File: src/rtl/lpwk_pkg.sv
package lpwk_pkg;

   // =====================================================================
   // register map (word offsets in bytes on the plain port)
   // =====================================================================
   localparam logic [7:0] power_control_reg_off          = 8'h00;
   localparam logic [7:0] deep_powerdown_control_reg_off = 8'h14;
   localparam logic [7:0] retained_general_reg_base      = 8'h04;
   localparam logic [7:0] pin_wake_enable_reg_off        = 8'h20;
   localparam logic [7:0] internal_wake_enable_reg_off   = 8'h24;
   localparam logic [7:0] sleep_power_config_reg_off     = 8'h28;
   localparam logic [7:0] brownout_control_reg_off       = 8'h2c;
   localparam logic [7:0] watchdog_mode_reg_off          = 8'h30;
   localparam logic [7:0] timer_control_reg_off          = 8'h34;
   localparam logic [7:0] timer_count_reg_off            = 8'h38;
   localparam logic [7:0] status_reg_off                 = 8'h3c;

   // =====================================================================
   // field positions
   // =====================================================================
   localparam int power_control_reg_block_bit    = 3;
   localparam int power_control_reg_sleep_flag   = 8;
   localparam int power_control_reg_dpd_flag     = 11;
   localparam int dpd_wake_pin_en   = 0;
   localparam int dpd_lposc_en      = 1;
   localparam int dpd_lposc_keep    = 2;
   localparam int iwe_bod           = 0;
   localparam int iwe_wdt           = 1;
   localparam int iwe_timer         = 2;
   localparam int iwe_serial        = 3;
   localparam int spc_bod_on        = 0;
   localparam int spc_watchdog_oscillator_on      = 1;
   localparam int bod_irq_en        = 0;
   localparam int bod_rst_en        = 1;
   localparam int wdm_run           = 0;
   localparam int wdm_irq_en        = 1;
   localparam int wdm_rst_en        = 2;
   localparam int tc_lp_clock       = 0;

   // =====================================================================
   // reset values and counts
   // =====================================================================
   localparam logic [31:0] reg_reset     = 32'h0000_0000;
   localparam int          num_gp        = 4;
   localparam int          wake_sync_len = 2;
   localparam logic [3:0]  reboot_cycles = 4'h8;
   localparam logic [9:0]  outs_reset    = 10'h033; // core, peripherals, retention, pins on

   // power mode field encodings
   typedef enum logic [2:0] {
      lpwk_pm_active   = 3'h0,
      lpwk_pm_dsleep   = 3'h1,
      lpwk_pm_pdown    = 3'h2,
      lpwk_pm_dpdown   = 3'h3
   } lpwk_pm_type;

   // sequencer states
   typedef enum logic [2:0] {
      lpwk_st_active   = 3'h0,
      lpwk_st_sleep    = 3'h1,
      lpwk_st_dsleep   = 3'h2,
      lpwk_st_pdown    = 3'h3,
      lpwk_st_dpdown   = 3'h4,
      lpwk_st_reboot   = 3'h5
   } lpwk_state_type;

endpackage : lpwk_pkg

File: src/rtl/lpwk_sync_if.sv
`timescale 1ns/1ps
// carries the raw wake pin in and its synchronised level out
interface lpwk_sync_if;
   logic raw;    // asynchronous-origin level
   logic synced; // level after two flops
   modport user (output raw, input synced);
   modport sync (input raw, output synced);
endinterface : lpwk_sync_if

File: src/rtl/lpwk_sync.sv
`timescale 1ns/1ps
// two-flop synchroniser; the wake pin idles high so reset value is one
module lpwk_sync
(
   // clock and reset
   input  wire logic sys_clk,
   input  wire logic resetn,
   // signal pair
   lpwk_sync_if.sync sif
);
   typedef struct packed {
      logic s1; // first stage, read only by s2
      logic s2; // second stage
   } lpwk_sync_state_type;

   lpwk_sync_state_type st_q;
   lpwk_sync_state_type st_d;

   // =====================================================================
   // next state
   // =====================================================================
   always_comb
   begin
      st_d    = st_q;
      st_d.s1 = sif.raw;
      st_d.s2 = st_q.s1;
   end

   // registers; pulled-high pin idles at one
   always_ff @(posedge sys_clk or negedge resetn)
   begin
      if (!resetn)
      begin
         st_q <= 2'h3;
      end
      else
      begin
         st_q <= st_d;
      end
   end

   assign sif.synced = st_q.s2;
endmodule : lpwk_sync

File: src/rtl/lpwk_ctrl.sv
// The register addresses and strobed register access were chosen for this implementation.
`timescale 1ns/1ps
module lpwk_ctrl
(
   // clock and reset
   input  wire logic        sys_clk,
   input  wire logic        resetn,
   // register port
   input  wire logic [7:0]  reg_addr,
   input  wire logic [31:0] reg_wdata,
   input  wire logic        reg_wr,
   input  wire logic        reg_rd,
   output logic [31:0]      reg_rdata,
   // core side
   input  wire logic        core_wfi,
   input  wire logic        core_sleepdeep,
   input  wire logic        core_irq_pending,
   input  wire logic [7:0]  pin_irq,
   input  wire logic        bod_irq,
   input  wire logic        bod_rst,
   input  wire logic        wdt_irq,
   input  wire logic        wdt_rst,
   input  wire logic        serial_irq,
   input  wire logic        serial_slave_ext_clk,
   // wake pin
   input  wire logic        wake_pin,
   // power and clock gating
   output logic             core_clk_en,
   output logic             periph_clk_en,
   output logic             flash_standby,
   output logic             flash_power_off,
   output logic             sram_retain,
   output logic             pin_functions_en,
   output logic             lposc_run,
   output logic             wake_timer_run,
   output logic             wake_event,
   output logic             reboot_req
);

   // =====================================================================
   // state
   // =====================================================================
   typedef struct packed {
      lpwk_pkg::lpwk_state_type st;         // sequencer state
      logic [2:0]               pm;         // power mode field
      logic                     block;      // deep power-down block bit
      logic                     sleep_flag; // low power entered flag
      logic                     dpd_flag;   // deep power-down entered flag
      logic [31:0]              dpd_ctrl;   // deep power-down control
      logic [127:0]             gp;         // retained general registers
      logic [7:0]               pin_we;     // pin wake enables
      logic [7:0]               int_we;     // internal wake enables
      logic [7:0]               spc;        // sleep power config
      logic [7:0]               bod_ctrl;   // brownout control
      logic [7:0]               wdm;        // watchdog mode
      logic [7:0]               tctrl;      // timer control
      logic [31:0]              tcount;     // timer countdown
      logic                     timer_irq;  // timer expired flag
      logic [3:0]               rb_cnt;     // reboot hold counter
      logic [31:0]              rdata;      // read data
      logic [9:0]               outs;       // registered outputs
      logic                     pin_prev;   // last synced wake pin level
   } lpwk_ctrl_state_type;

   lpwk_ctrl_state_type q;
   lpwk_ctrl_state_type d;

   // synchronised wake pin; the edge detector reads the second stage only
   lpwk_sync_if wsif ();
   logic        pin_fall;    // low-going edge seen

   assign wsif.raw = wake_pin;

   lpwk_sync u_sync (.sys_clk(sys_clk), .resetn(resetn), .sif(wsif));

   // previous level resets high like the pulled-up pin, so reset makes no false edge
   assign pin_fall = q.pin_prev & ~wsif.synced;

   // =====================================================================
   // wake qualification
   // =====================================================================
   logic w_pin;   // pin interrupt qualified
   logic w_bodi;  // brownout interrupt
   logic w_bodr;  // brownout reset
   logic w_wdti;  // watchdog interrupt
   logic w_wdtr;  // watchdog reset
   logic w_tmr;   // timer interrupt
   logic w_ser;   // serial peripheral
   logic w_deep;  // any deep-sleep / power-down wake
   logic w_dpd;   // deep power-down wake
   logic tmr_ok;  // timer can count

   always_comb
   begin
      w_pin  = |(pin_irq & q.pin_we);
      w_bodi = bod_irq & q.int_we[lpwk_pkg::iwe_bod]
               & q.bod_ctrl[lpwk_pkg::bod_irq_en] & q.spc[lpwk_pkg::spc_bod_on];
      w_bodr = bod_rst & q.bod_ctrl[lpwk_pkg::bod_rst_en]
               & q.spc[lpwk_pkg::spc_bod_on];
      w_wdti = wdt_irq & q.wdm[lpwk_pkg::wdm_run] & q.wdm[lpwk_pkg::wdm_irq_en]
               & q.spc[lpwk_pkg::spc_watchdog_oscillator_on] & q.int_we[lpwk_pkg::iwe_wdt];
      w_wdtr = wdt_rst & q.wdm[lpwk_pkg::wdm_run] & q.wdm[lpwk_pkg::wdm_rst_en]
               & q.spc[lpwk_pkg::spc_watchdog_oscillator_on];
      w_tmr  = q.timer_irq & q.int_we[lpwk_pkg::iwe_timer];
      w_ser  = serial_irq & serial_slave_ext_clk & q.int_we[lpwk_pkg::iwe_serial];
      w_deep = w_pin | w_bodi | w_bodr | w_wdti | w_wdtr | w_tmr | w_ser;
      // only the pin and the timer can end deep power-down
      w_dpd  = (pin_fall & q.dpd_ctrl[lpwk_pkg::dpd_wake_pin_en])
               | q.timer_irq;
      // timer needs the low-power oscillator selected and enabled
      tmr_ok = q.dpd_ctrl[lpwk_pkg::dpd_lposc_en] & q.tctrl[lpwk_pkg::tc_lp_clock];
      if (q.st == lpwk_pkg::lpwk_st_dpdown)
      begin
         tmr_ok = tmr_ok & q.dpd_ctrl[lpwk_pkg::dpd_lposc_keep];
      end
   end

   // =====================================================================
   // next state
   // =====================================================================
   always_comb
   begin
      d       = q;
      d.rdata = 32'h0000_0000;
      d.pin_prev = wsif.synced;

      // timer countdown; expiry is a sticky flag until a deep-sleep, power-down or deep power-down wake or a write of the count register clears it
      if (tmr_ok && q.tcount != 32'h0000_0000)
      begin
         d.tcount    = q.tcount - 32'h0000_0001;
         d.timer_irq = q.timer_irq | (q.tcount == 32'h0000_0001);
      end

      // register writes
      if (reg_wr)
      begin
         case (reg_addr)
            lpwk_pkg::power_control_reg_off:
            begin
               d.pm = reg_wdata[2:0];
               // block bit only sets; flags clear on a one and an entry below sets again
               d.block      = q.block | reg_wdata[lpwk_pkg::power_control_reg_block_bit];
               d.sleep_flag = q.sleep_flag & ~reg_wdata[lpwk_pkg::power_control_reg_sleep_flag];
               d.dpd_flag   = q.dpd_flag & ~reg_wdata[lpwk_pkg::power_control_reg_dpd_flag];
            end
            lpwk_pkg::deep_powerdown_control_reg_off: d.dpd_ctrl = reg_wdata;
            lpwk_pkg::pin_wake_enable_reg_off:        d.pin_we   = reg_wdata[7:0];
            lpwk_pkg::internal_wake_enable_reg_off:   d.int_we   = reg_wdata[7:0];
            lpwk_pkg::sleep_power_config_reg_off:     d.spc      = reg_wdata[7:0];
            lpwk_pkg::brownout_control_reg_off:       d.bod_ctrl = reg_wdata[7:0];
            lpwk_pkg::watchdog_mode_reg_off:          d.wdm      = reg_wdata[7:0];
            lpwk_pkg::timer_control_reg_off:          d.tctrl    = reg_wdata[7:0];
            lpwk_pkg::timer_count_reg_off:
            begin
               d.tcount    = reg_wdata;
               d.timer_irq = 1'b0;
            end
            default:
            begin
               // general registers sit at 0x04..0x10
               for (int i = 0; i < lpwk_pkg::num_gp; i++)
               begin
                  if (reg_addr == 8'(lpwk_pkg::retained_general_reg_base + 8'(4 * i)))
                  begin
                     d.gp[i*32 +: 32] = reg_wdata;
                  end
               end
            end
         endcase
      end

      // register reads, answered the cycle after the strobe
      if (reg_rd)
      begin
         case (reg_addr)
            lpwk_pkg::power_control_reg_off:
               d.rdata = {20'h00000, q.dpd_flag, 2'h0, q.sleep_flag, 4'h0, q.block, q.pm};
            lpwk_pkg::deep_powerdown_control_reg_off: d.rdata = q.dpd_ctrl;
            lpwk_pkg::pin_wake_enable_reg_off:        d.rdata = {24'h000000, q.pin_we};
            lpwk_pkg::internal_wake_enable_reg_off:   d.rdata = {24'h000000, q.int_we};
            lpwk_pkg::sleep_power_config_reg_off:     d.rdata = {24'h000000, q.spc};
            lpwk_pkg::brownout_control_reg_off:       d.rdata = {24'h000000, q.bod_ctrl};
            lpwk_pkg::watchdog_mode_reg_off:          d.rdata = {24'h000000, q.wdm};
            lpwk_pkg::timer_control_reg_off:          d.rdata = {24'h000000, q.tctrl};
            lpwk_pkg::timer_count_reg_off:            d.rdata = q.tcount;
            lpwk_pkg::status_reg_off:
               d.rdata = {27'h0000000, q.timer_irq, 1'b0, q.st};
            default:
            begin
               // general registers at 0x04..0x10 read back; unmapped addresses read as zero
               for (int i = 0; i < lpwk_pkg::num_gp; i++)
               begin
                  if (reg_addr == 8'(lpwk_pkg::retained_general_reg_base + 8'(4 * i)))
                  begin
                     d.rdata = q.gp[i*32 +: 32];
                  end
               end
            end
         endcase
      end

      // sequencer
      case (q.st)
         lpwk_pkg::lpwk_st_active:
         begin
            if (core_wfi)
            begin
               if (!core_sleepdeep)
               begin
                  d.st = lpwk_pkg::lpwk_st_sleep;
                  d.sleep_flag = 1'b1;
               end
               else
               begin
                  case (q.pm)
                     lpwk_pkg::lpwk_pm_dsleep:
                     begin
                        d.st = lpwk_pkg::lpwk_st_dsleep;
                        d.sleep_flag = 1'b1;
                     end
                     lpwk_pkg::lpwk_pm_pdown:
                     begin
                        d.st = lpwk_pkg::lpwk_st_pdown;
                        d.sleep_flag = 1'b1;
                     end
                     lpwk_pkg::lpwk_pm_dpdown:
                     begin
                        // blocked deep power-down falls back to sleep
                        if (q.block)
                        begin
                           d.st = lpwk_pkg::lpwk_st_sleep;
                           d.sleep_flag = 1'b1;
                        end
                        else
                        begin
                           d.st = lpwk_pkg::lpwk_st_dpdown;
                           d.dpd_flag = 1'b1;
                        end
                     end
                     default:
                     begin
                        d.st = lpwk_pkg::lpwk_st_sleep;
                        d.sleep_flag = 1'b1;
                     end
                  endcase
               end
            end
         end
         lpwk_pkg::lpwk_st_sleep:
         begin
            if (core_irq_pending)
               d.st = lpwk_pkg::lpwk_st_active;
         end
         lpwk_pkg::lpwk_st_dsleep, lpwk_pkg::lpwk_st_pdown:
         begin
            if (w_deep)
            begin
               d.st = lpwk_pkg::lpwk_st_active;
               d.timer_irq = 1'b0;
            end
         end
         lpwk_pkg::lpwk_st_dpdown:
         begin
            if (w_dpd)
            begin
               d.st = lpwk_pkg::lpwk_st_reboot;
               d.rb_cnt = lpwk_pkg::reboot_cycles;
               d.timer_irq = 1'b0;
            end
         end
         lpwk_pkg::lpwk_st_reboot:
         begin
            // power mode, wake enables, sleep config, brownout and watchdog control go back to reset; the rest keeps its value
            d.rb_cnt = q.rb_cnt - 4'h1;
            if (q.rb_cnt == 4'h1)
            begin
               d.st       = lpwk_pkg::lpwk_st_active;
               d.pm       = 3'h0;
               d.pin_we   = 8'h00;
               d.int_we   = 8'h00;
               d.spc      = 8'h00;
               d.bod_ctrl = 8'h00;
               d.wdm      = 8'h00;
            end
         end
         default: d.st = lpwk_pkg::lpwk_st_active;
      endcase

      // registered gating outputs from the next state
      d.outs[0] = (d.st == lpwk_pkg::lpwk_st_active);
      d.outs[1] = (d.st == lpwk_pkg::lpwk_st_active) ||
                  (d.st == lpwk_pkg::lpwk_st_sleep);
      d.outs[2] = (d.st == lpwk_pkg::lpwk_st_dsleep);
      d.outs[3] = (d.st == lpwk_pkg::lpwk_st_pdown) ||
                  (d.st == lpwk_pkg::lpwk_st_dpdown);
      d.outs[4] = (d.st != lpwk_pkg::lpwk_st_dpdown);
      d.outs[5] = (d.st != lpwk_pkg::lpwk_st_dpdown);
      d.outs[6] = d.dpd_ctrl[lpwk_pkg::dpd_lposc_en] &&
                  ((d.st != lpwk_pkg::lpwk_st_dpdown) ||
                   d.dpd_ctrl[lpwk_pkg::dpd_lposc_keep]);
      d.outs[7] = d.outs[6] && d.tctrl[lpwk_pkg::tc_lp_clock] &&
                  (d.tcount != 32'h0000_0000);
      d.outs[8] = (d.st == lpwk_pkg::lpwk_st_active) &&
                  (q.st != lpwk_pkg::lpwk_st_active);
      d.outs[9] = (d.st == lpwk_pkg::lpwk_st_reboot);
   end

   // state register; retained registers reset only with everything else
   always_ff @(posedge sys_clk or negedge resetn)
   begin
      if (!resetn)
      begin
         q          <= '0;
         q.st       <= lpwk_pkg::lpwk_st_active;
         q.outs     <= lpwk_pkg::outs_reset;
         q.pin_prev <= 1'b1;
      end
      else
      begin
         q <= d;
      end
   end

   // =====================================================================
   // outputs straight from flops
   // =====================================================================
   assign reg_rdata        = q.rdata;
   assign core_clk_en      = q.outs[0];
   assign periph_clk_en    = q.outs[1];
   assign flash_standby    = q.outs[2];
   assign flash_power_off  = q.outs[3];
   assign sram_retain      = q.outs[4];
   assign pin_functions_en = q.outs[5];
   assign lposc_run        = q.outs[6];
   assign wake_timer_run   = q.outs[7];
   assign wake_event       = q.outs[8];
   assign reboot_req       = q.outs[9];

endmodule : lpwk_ctrl

File: config.mk
export PLATFORM = sky130hd
export DESIGN_NAME = lpwk_ctrl
export DESIGN_NICKNAME = d
export VERILOG_FILES = /design/src/rtl/lpwk_pkg.sv /design/src/rtl/lpwk_sync_if.sv /design/src/rtl/lpwk_sync.sv /design/src/rtl/lpwk_ctrl.sv
export SDC_FILE = /design/constraint.sdc
export NUM_CORES = 1
export LEC_CHECK = 0
export BUFFER_PORTS_ARGS = -buffer_cell sky130_fd_sc_hd__buf_2
export CORE_MARGIN = 3
export CORE_UTILIZATION = 40
export DETAILED_ROUTE_END_ITERATION = 8
export PLACE_DENSITY = 0.56
export SLEW_MARGIN = 20
export SYNTH_ARGS = -nofsm -noshare
export SYNTH_HDL_FRONTEND = slang
export SYNTH_SLANG_ARGS = --single-unit
export TNS_END_PERCENT = 100
File: constraint.sdc
create_clock -name sys_clk -period 4.43 [get_ports sys_clk]
set_input_delay 0 -clock sys_clk [delete_from_list [all_inputs] [get_ports sys_clk]]
set_output_delay 0 -clock sys_clk [all_outputs]
set_load 0.01 [all_outputs]
* Word level (Yosys, flattened, before mapping) *
Cells that the tools add are included.
W data, S select, Z words.

storage, ports and cells
  flip-flop bits (word level) = 299
  input bits = 62
  output and inout bits = 42
  logic and storage cells = 166

operators by class
  $add $sub $neg = 2
  equal/unequal tests = 30
  mux-type cells = 47
  bitwise logic cells = 35
  reduce and logical (&&, ||, !) cells = 26

operators by type and width
  cell                     number
  $mux W32                 10
  $pmux W32 S10            1
  $mux W247                1
  $mux W128                1
  $mux W40                 2
  $mux W33                 2
  $eq A8 B6 Y1 const B     8
  $reduce_bool A32 Y1      2
  $mux W8                  6
  $eq A32 B1 Y1 const B    1
  $sub A32 B1 Y32 const B  1
  $and A1 B1 Y1            21
  $mux W3                  7
  $eq A3 B2 Y1 const B     6
  $eq A8 B4 Y1 const B     2
  $eq A8 B5 Y1 const B     2
  $pmux W3 S5              1
  $eq A3 B3 Y1 const B     4
  $mux W6                  2
  $reduce_and A3 Y1        4
  $eq A3 B1 Y1 const B     3
  $or A1 B1 Y1             9
  $pmux W3 S3              1
  $reduce_or A9 Y1         1
  other kinds (21)         42

* Logic depth before layout (Yosys ltp) *
Gate-level depths: netlist of the first run.

  depth in word-level cells = 16
  gate-level depth with buffers = 11
  mapped depth without buffers = 10

* Hierarchy *
Synthesis of the first run repeated with hierarchy kept, for this count alone.

unflattened totals
  cells, all modules = 1198
  area total of the unflattened synthesis = 13761.9 µm²

by module, submodules not included
  module     instances  cells an instance  area an instance (µm²)  seq. area each (µm²)
  lpwk_ctrl  1          1196               13709.4                 7412.1
  lpwk_sync  1          2                  52.6                    52.6

* Worst setup path after synthesis of the first run *
OpenSTA, ideal clock, no wires.

  path type = register -> register
  start = register q[67] (netlist bit)
  end = register q, in the netlist wake_timer_run
  setup time = 0.126 ns
  arrival = 3.110 ns
  data required time = 4.304 ns
  slack = 1.194 ns
  stages on the path, launching flop included = 10
  path buffers = 1
  clock period less this slack = 3.236 ns
  path through = dfrtp_1 > or4_4 > or4b_1 > buf_6 > nor3_4 > o211ai_2 > a211oi_2 > o2111a_1 > or4b_1 > o311a_1

RTL lines
  element             line             text
  start: declaration  lpwk_ctrl.sv:65  lpwk_ctrl_state_type q;

==> key figures, run 1 <==
Status
  • Status: finished clean

Worst setup path
  • Worst setup startpoint: q[72]$_DFF_PN0_
  • Critical Path Source Type: flip-flop
  • Max FO, Critical Path: 10
  • Reg2reg end: wake_timer_run$_DFF_PN0_
  • RR Startpoint: q[72]$_DFF_PN0_
  • R2r worst-path depth: 9
  • Critical path class: flip-flop to flip-flop
  • R2R setup slack: 720 ps
  • Most used cell, CP: or4b_1
  • CP cell instances: or4_1 > or4b_1 > o31ai_4 > buf_4 > or4b_1 > xnor2_1 > mux2_2 > nand4bb_1 > o311a_1
  • Worst EP arrival: around 4100 ps
  • WP data required: about 4800 ps
  • Worst stage delay on the critical path: about 740 ps
  • Slowest-stage cell, CP: or4b_1
  • Worst setup EP type: flip-flop

Global route
  • Antenna violations before repair: 0
  • GRT Total Usage: 0.214
  • Largest net degree at the start of global routing: ~110
  • Vias in the first global route: between 10,000 and 15,000
  • First-pass GRT wire length: between 60,000 and 70,000 microns
  • Grt total ovfl: 0

Timing
  • Tcrit/Tclk final: 0.837
  • Fmax: about 0.27 GHz
  • Setup-failing EPs final: 0
  • Fin. Hold Viols: 0
  • Minimum clock period: between 3000 and 4000 ps
  • Hold WS: slightly below 50 ps
  • RSZ-0062 raised after global routing: no
  • Final count of pins violating max slew: 0
  • Slew @ Worst Pin: 1060 ps
  • Fin Clk Skew: about 10 ps
  • Setup_tns: 0 ps
  • Max-slew headroom: 0.289

Hold path
  • Hold wc startpoint: core_sleepdeep
  • HP Class: input port to flip-flop
  • Hold path cells: 4
  • Endpoint, Worst Hold: q[295]$_DFF_PN0_

Clock tree
  • Clk Tree Root Cell: clkbuf_16
  • CTS H-tree depth: 2
  • Clk slew on worst S/H paths: about 60 ps
  • Clock buffer count from CTS: 34
  • CTS tree: built
  • Post-CTS Resized: 0
  • Clk Latency, worst-skew pair: 500 ps
  • Max clock buf depth: 3
  • Clock sinks: between 200 and 300

Layout
  • Share of layout cells above drive strength 1: 0.298
  • Final nets: approximately 1,400
  • Commonest non-fill, non-tap cell in the layout: dfrtp_1
  • Core Util, Final: 0.480
  • Fill cells: ~3,100
  • P&R area growth vs syn: 17.6%
  • Highest-count cells in the layout ignoring fill and taps: dfrtp_1, mux2_2, buf_2, a22oi_1, nand2_1
  • Ant diodes: 0
  • Storage element area: 7460 sq um
  • Multi-input gate area: 5730 sq um

Synthesis
  • Ys flop type: dfrtp_1
  • Post-synth net total: ~1,300
  • Seq/Total Area, Yosys: 0.542
  • Synthesized netlist cell count: 1,198
  • FF+latch count, synth: 298
  • Netlist cell types: about 70
  • Post-synth ARST share: 1.00
  • Synth Area per Inst: approximately 11 sq um
  • Number of flops mapped to enable cells by yosys: 0
  • Synth Cell Area: approximately 14,000 sq um
  • Synth warnings: 0

Floorplan
  • Core area: around 34,000 sq um
  • DIE AREA: approximately 37,000 sq um
  • Io pins: roughly 100
  • Initial Util: 0.408
  • Core Rows: 67
  • Overall die width: ~190 microns
  • Die Height: roughly 190 microns

Routing
  • Total number of vias: roughly 10,000
  • First-pass DRT Iterations: 7
  • Via-to-Cell Ratio: around 5.9
  • Initial DRC Count: 790
  • Wire length per cell: 22.0 microns
  • WL final: just under 40,000 microns
  • DRC Markers: 0
  • Final antenna-violating net count: 0

Pwr
  • Leakage: roughly 7 nW
  • P per Cell Area: approximately 400 nW/um^2
  • Peak VDD IR: 0.280 mV
  • Total Power Consumption: around 0.0063 W

Run
  • Max_cap viols: 0

Placed design
  • Post-DP HPWL: approximately 25,000 microns
  • Port bufs: 103
  • Placer congestion estimate: between 0.8 and 0.9
## worst max-delay path, delay by kind of cell (launching register included)
family | cells | cell delay [ps]
xor gates and xnor gates | 1 | 60
muxes | 1 | 270
DFF | 1 | 400
AOI/OAI and AO/OA | 2 | 900
buffers and inverters | 1 | 240
and+or+nand+nor | 4 | 1730
## logic make-up (layout without fill, tap and decap cells)
family / Yosys count / count (layout) / synth area share
AND/OR/NAND/NOR: 302 / 302 / 0.116
flip-flops: 298 / 298 / 0.542
AO/OA/AOI/OAI: 282 / 282 / 0.146
multiplexers: 170 / 170 / 0.139
buffers and inverters: 129 / 252 / 0.0449
XOR/XNOR: 12 / 12 / 0.00764
adder cells (fa/ha/maj): 5 / 5 / 0.00455
## flip-flops by register name, summed over array words and instances, names as in the netlist
| signal | cells |
|---|---|
| q | 255 |
| reg_rdata | 32 |
| core_clk_en | 1 |
| flash_power_off | 1 |
| flash_standby | 1 |
| lposc_run | 1 |
| periph_clk_en | 1 |
| pin_functions_en | 1 |
| reboot_req | 1 |
| u_sync.sif.synced | 1 |
| u_sync.st_d | 1 |
| wake_event | 1 |
| wake_timer_run | 1 |
## layer usage
metal	track usage	up-vias	part of all wire
met5	0	-	0
met3	0.0303	65	0.047
met2	0.345	331	0.47
li1	-	4695	-
met4	0.0536	0	0.021
met1	0.305	5295	0.46
## metrics by stage
step	setup slack, ps	instances	area [sq um]
2_1_floorplan	1190	1198	13800
3_3_place_gp	805	1676	14600
3_5_place_dp	750	1676	14600
4_1_cts	730	1769	16200
5_1_grt	520	1769	16200
6_report	721	1769	16200
## synth_stat cells, drive strengths merged (4+ instances only)
cell type	instances	area, sq um
nand2	72	270
dfrtp	292	7310
buf	41	288
a222oi	10	100
o31ai	8	73.8
a21oi	50	250
ha	5	62.6
or3	9	56.3
nor4b	7	73.8
or4b	6	60.1
nor3	20	111
xor2	8	70.1
nand4	10	62.6
dfstp	6	158
nor2b	5	31.3
nor2	60	225
xnor2	4	35.0
or4	13	101
a31oi	50	313
nor4	10	62.6
nand3b	4	30.0
and4	4	35.0
o21ai	19	95.1
nand4b	7	61.3
mux2	168	1890
nand3	58	290
a221oi	18	158
a22o	16	140
inv	17	63.8
a22oi	82	616
clkbuf	71	267
## area by class of cell
class                   count  share of cell area
multi-input cells         771               0.354
flip-flops and latches    298               0.461
well taps                 448              0.0346
clock inverters             5             0.00619
clock buffers              53              0.0665
inverters                  17             0.00394
repair buffers            177              0.0730
## worst max-delay path by stage
| stage | end |
|---|---|
| CTS | wake_timer_run$_DFF_PN0_ |
| floorplan | wake_timer_run$_DFF_PN0_ |
| finish | wake_timer_run$_DFF_PN0_ |
| detailed placement | wake_timer_run$_DFF_PN0_ |
| global placement | wake_timer_run$_DFF_PN0_ |
| global route | wake_timer_run$_DFF_PN0_ |
## power by group
group	switching (W)	internal, W
Sequential	0.0000948	0.00286
Clock	0.00107	0.00184
Combinational	0.000260	0.000189
## what timing repair did
item | CTS | global route
setup endpoints to repair | 0 | 0
hold buffers | 35 | 0
endpoints found under the hold margin | 310 | 0
buffers inserted | 0 | 0
Note: power is estimated with default switching activity, not from simulation.
==> run 2, diff against run 1 <==
clock period = 3.5 ns   (was 4.43 ns; I/O delays follow)
==> key figures, run 2 (synthesized netlist as in run 1, its figures left out) <==
Global route
  • Largest net degree at the start of global routing: 94 (-14%)
  • First-pass GRT wire length: 61,400 microns (about the same)
  • Global routing met2 resource utilization: 0.357 (+0.0114)
  • Vias in the first global route: 10,700 (+2.2%)
  • Most Crowded Layer GR: met2
  • Antenna violations before repair: 0 (unchanged)
  • GRT Total Usage: 0.213 (-0.000828)
  • Met3 global-route usage: 0.0288 (-0.00147)
  • Met1 Use GR: 0.294 (-0.0113)
  • Grt total ovfl: 0 (unchanged)

Timing
  • Setup-failing EPs final: 0 (unchanged)
  • Fin Clk Skew: 12.3 ps (+1.89 ps)
  • Setup_tns: 0 ps (unchanged)
  • Fin. Hold Viols: 0 (unchanged)
  • Max-slew headroom: 0.449 (+0.161)
  • Tcrit/Tclk final: 0.973 (+0.135)
  • RSZ-0062 raised after global routing: no
  • Minimum clock period: 3400 ps (-305 ps)
  • Fmax: 0.294 GHz (+9.0%)
  • Final count of pins violating max slew: 0 (unchanged)
  • Slew @ Worst Pin: 825 ps (-237 ps)

Floorplan
  • Io pins: 104 (unchanged)
  • Core Rows: 67 (unchanged)
  • Core area: 33,700 sq um (unchanged)
  • DIE AREA: 36,700 sq um (unchanged)
  • Overall die width: 191 microns (unchanged)
  • Die Height: 191 microns (unchanged)
  • Initial Util: 0.408 (unchanged)

Worst setup path
  • Slowest-stage cell, CP: or4b_4
  • Max FO, Critical Path: 16 (+6)
  • CP cell instances: or4_4 > or4b_4 > o31ai_4 > buf_4 > or4_1 > a31oi_1 > nor4_1 > nand4b_1 > o311a_1
  • Worst setup EP type: flip-flop
  • WP data required: 3890 ps (-920 ps)
  • R2r worst-path depth: 9 (unchanged)
  • RR Startpoint: q[67]$_DFF_PN0_
  • Worst EP arrival: 3800 ps (-290 ps)
  • Worst stage delay on the critical path: 620 ps (-120 ps)
  • Reg2reg end: wake_timer_run$_DFF_PN0_
  • R2R setup slack: 100 ps (-620 ps)
  • Critical Path Source Type: flip-flop
  • Critical path class: flip-flop to flip-flop

Pwr
  • Leakage: 7.23 nW (+1.1%)
  • P per Cell Area: 476 nW/um^2 (+22%)
  • Peak VDD IR: 0.399 mV (+42%)

Layout
  • Share of layout cells above drive strength 1: 0.303 (+0.00503)
  • Ant diodes: 0 (unchanged)
  • Final nets: 1,386 (+1.5%)
  • Most flop-heavy register: q
  • Highest-count cells in the layout ignoring fill and taps: dfrtp_1, mux2_2, buf_2, a22oi_1, nand2_1
  • Commonest non-fill, non-tap cell in the layout: dfrtp_1
  • Fin cells: 1,790 (+1.2%)
  • Number of flip-flops in the largest register: 255 (unchanged)
  • P&R area growth vs syn: 18.1%

Clock tree
  • Max clock buf depth: 3 (unchanged)
  • Clock sinks: 298 (unchanged)
  • Clk slew on worst S/H paths: 60 ps (about the same)
  • CTS tree: built
  • CTS H-tree depth: 2 (unchanged)
  • Clock buffer count from CTS: 34 (unchanged)
  • Clk Tree Root Cell: clkbuf_16
  • Clk Latency, worst-skew pair: 510 ps (about the same)

Routing
  • DRC Markers: 0 (unchanged)
  • Initial DRC Count: 761 (-3.7%)
  • Final antenna-violating net count: 0 (unchanged)
  • Total number of vias: 10,400 (+0.12%)
  • WL final: 38,800 microns (-0.40%)
  • Via-to-Cell Ratio: 5.81 (-1.1%)
  • First-pass DRT Iterations: 5 (-2)
  • Wire length per cell: 21.7 microns (-1.6%)

Run
  • Max_cap viols: 0 (unchanged)

Placed design
  • Total placed cells including tap cells: 1,694 (+1.1%)
  • Post-DP HPWL: 25,300 microns (-0.15%)
  • Port bufs: 103 (unchanged)
  • Placer congestion estimate: 0.883 (+1.3%)

Status
  • Status: finished clean

Hold path
  • HP Class: input port to async pin
-- run 2: repair_timing --
item | in CTS | in global routing
hold buffers | 37 | 0
hold endpoints to repair | 292 | 0
gates resized for setup | 0 | 3
setup buffers | 0 | 0
setup endpoints to repair | 0 | 1
-- run 2: where the power goes --
group | internal (W) | total, W | leakage, nW | switching (W)
registers | 0.00362 | 0.00374 | 3.97 | 0.000117
logic | 0.000252 | 0.000591 | 2.74 | 0.000339
clock network | 0.00205 | 0.00341 | 0.522 | 0.00135
total | 0.00593 | 0.00774 | 7.23 | 0.00181
-- run 2: layer usage --
layer  part of all wire  vias to the layer above
met5                  0                        -
met4              0.022                        0
met3              0.055                       68
met2               0.48                      300
met1               0.44                     5302
li1                   -                     4728
-- run 2: how the worst max path moves through the flow --
stage / startpoint / to / cells after the start
floorplan: q[67]$_DFF_PN0_ / wake_timer_run$_DFF_PN0_ / 9
global placement: q[67]$_DFF_PN0_ / wake_timer_run$_DFF_PN0_ / 9
detailed placement: q[67]$_DFF_PN0_ / wake_timer_run$_DFF_PN0_ / 9
CTS: q[67]$_DFF_PN0_ / wake_timer_run$_DFF_PN0_ / 9
global route: q[67]$_DFF_PN0_ / wake_timer_run$_DFF_PN0_ / 9
finish: q[67]$_DFF_PN0_ / wake_timer_run$_DFF_PN0_ / 9
-- run 2: layout make-up --
class	count	area [sq um]
clock inverter	3	17.5
fill	3120	17400
timing repair buffer	197	1350
tap	448	561
inverter	17	63.8
multi-input combinational	771	5740
sequential	298	7460
clock buffer	56	1060
-- run 2: stage by stage --
stage / util / power (W) / worst slack, ps / cell area, sq um / hold slack, ps
after floorplan: - / 0.00405 / 264 / 13800 / -296
after global placement: 0.439 / 0.00435 / 104 / 14800 / -14.4
after detailed placement: 0.439 / 0.00436 / 17.6 / 14800 / -5.53
after CTS: 0.482 / 0.00785 / 13.7 / 16200 / 58.5
after global routing: 0.482 / 0.00807 / 11.2 / 16300 / 83.8
final: 0.482 / 0.00774 / 96.2 / 16300 / 47.3
-- run 2: critical path: cells and delay by family (launching register included) --
kind / cells / cell delay, ps
AOI/OAI and AO/OA: 3 / 700
buffers and inverters: 1 / 250
DFF: 1 / 370
and+or+nand+nor: 5 / 1970
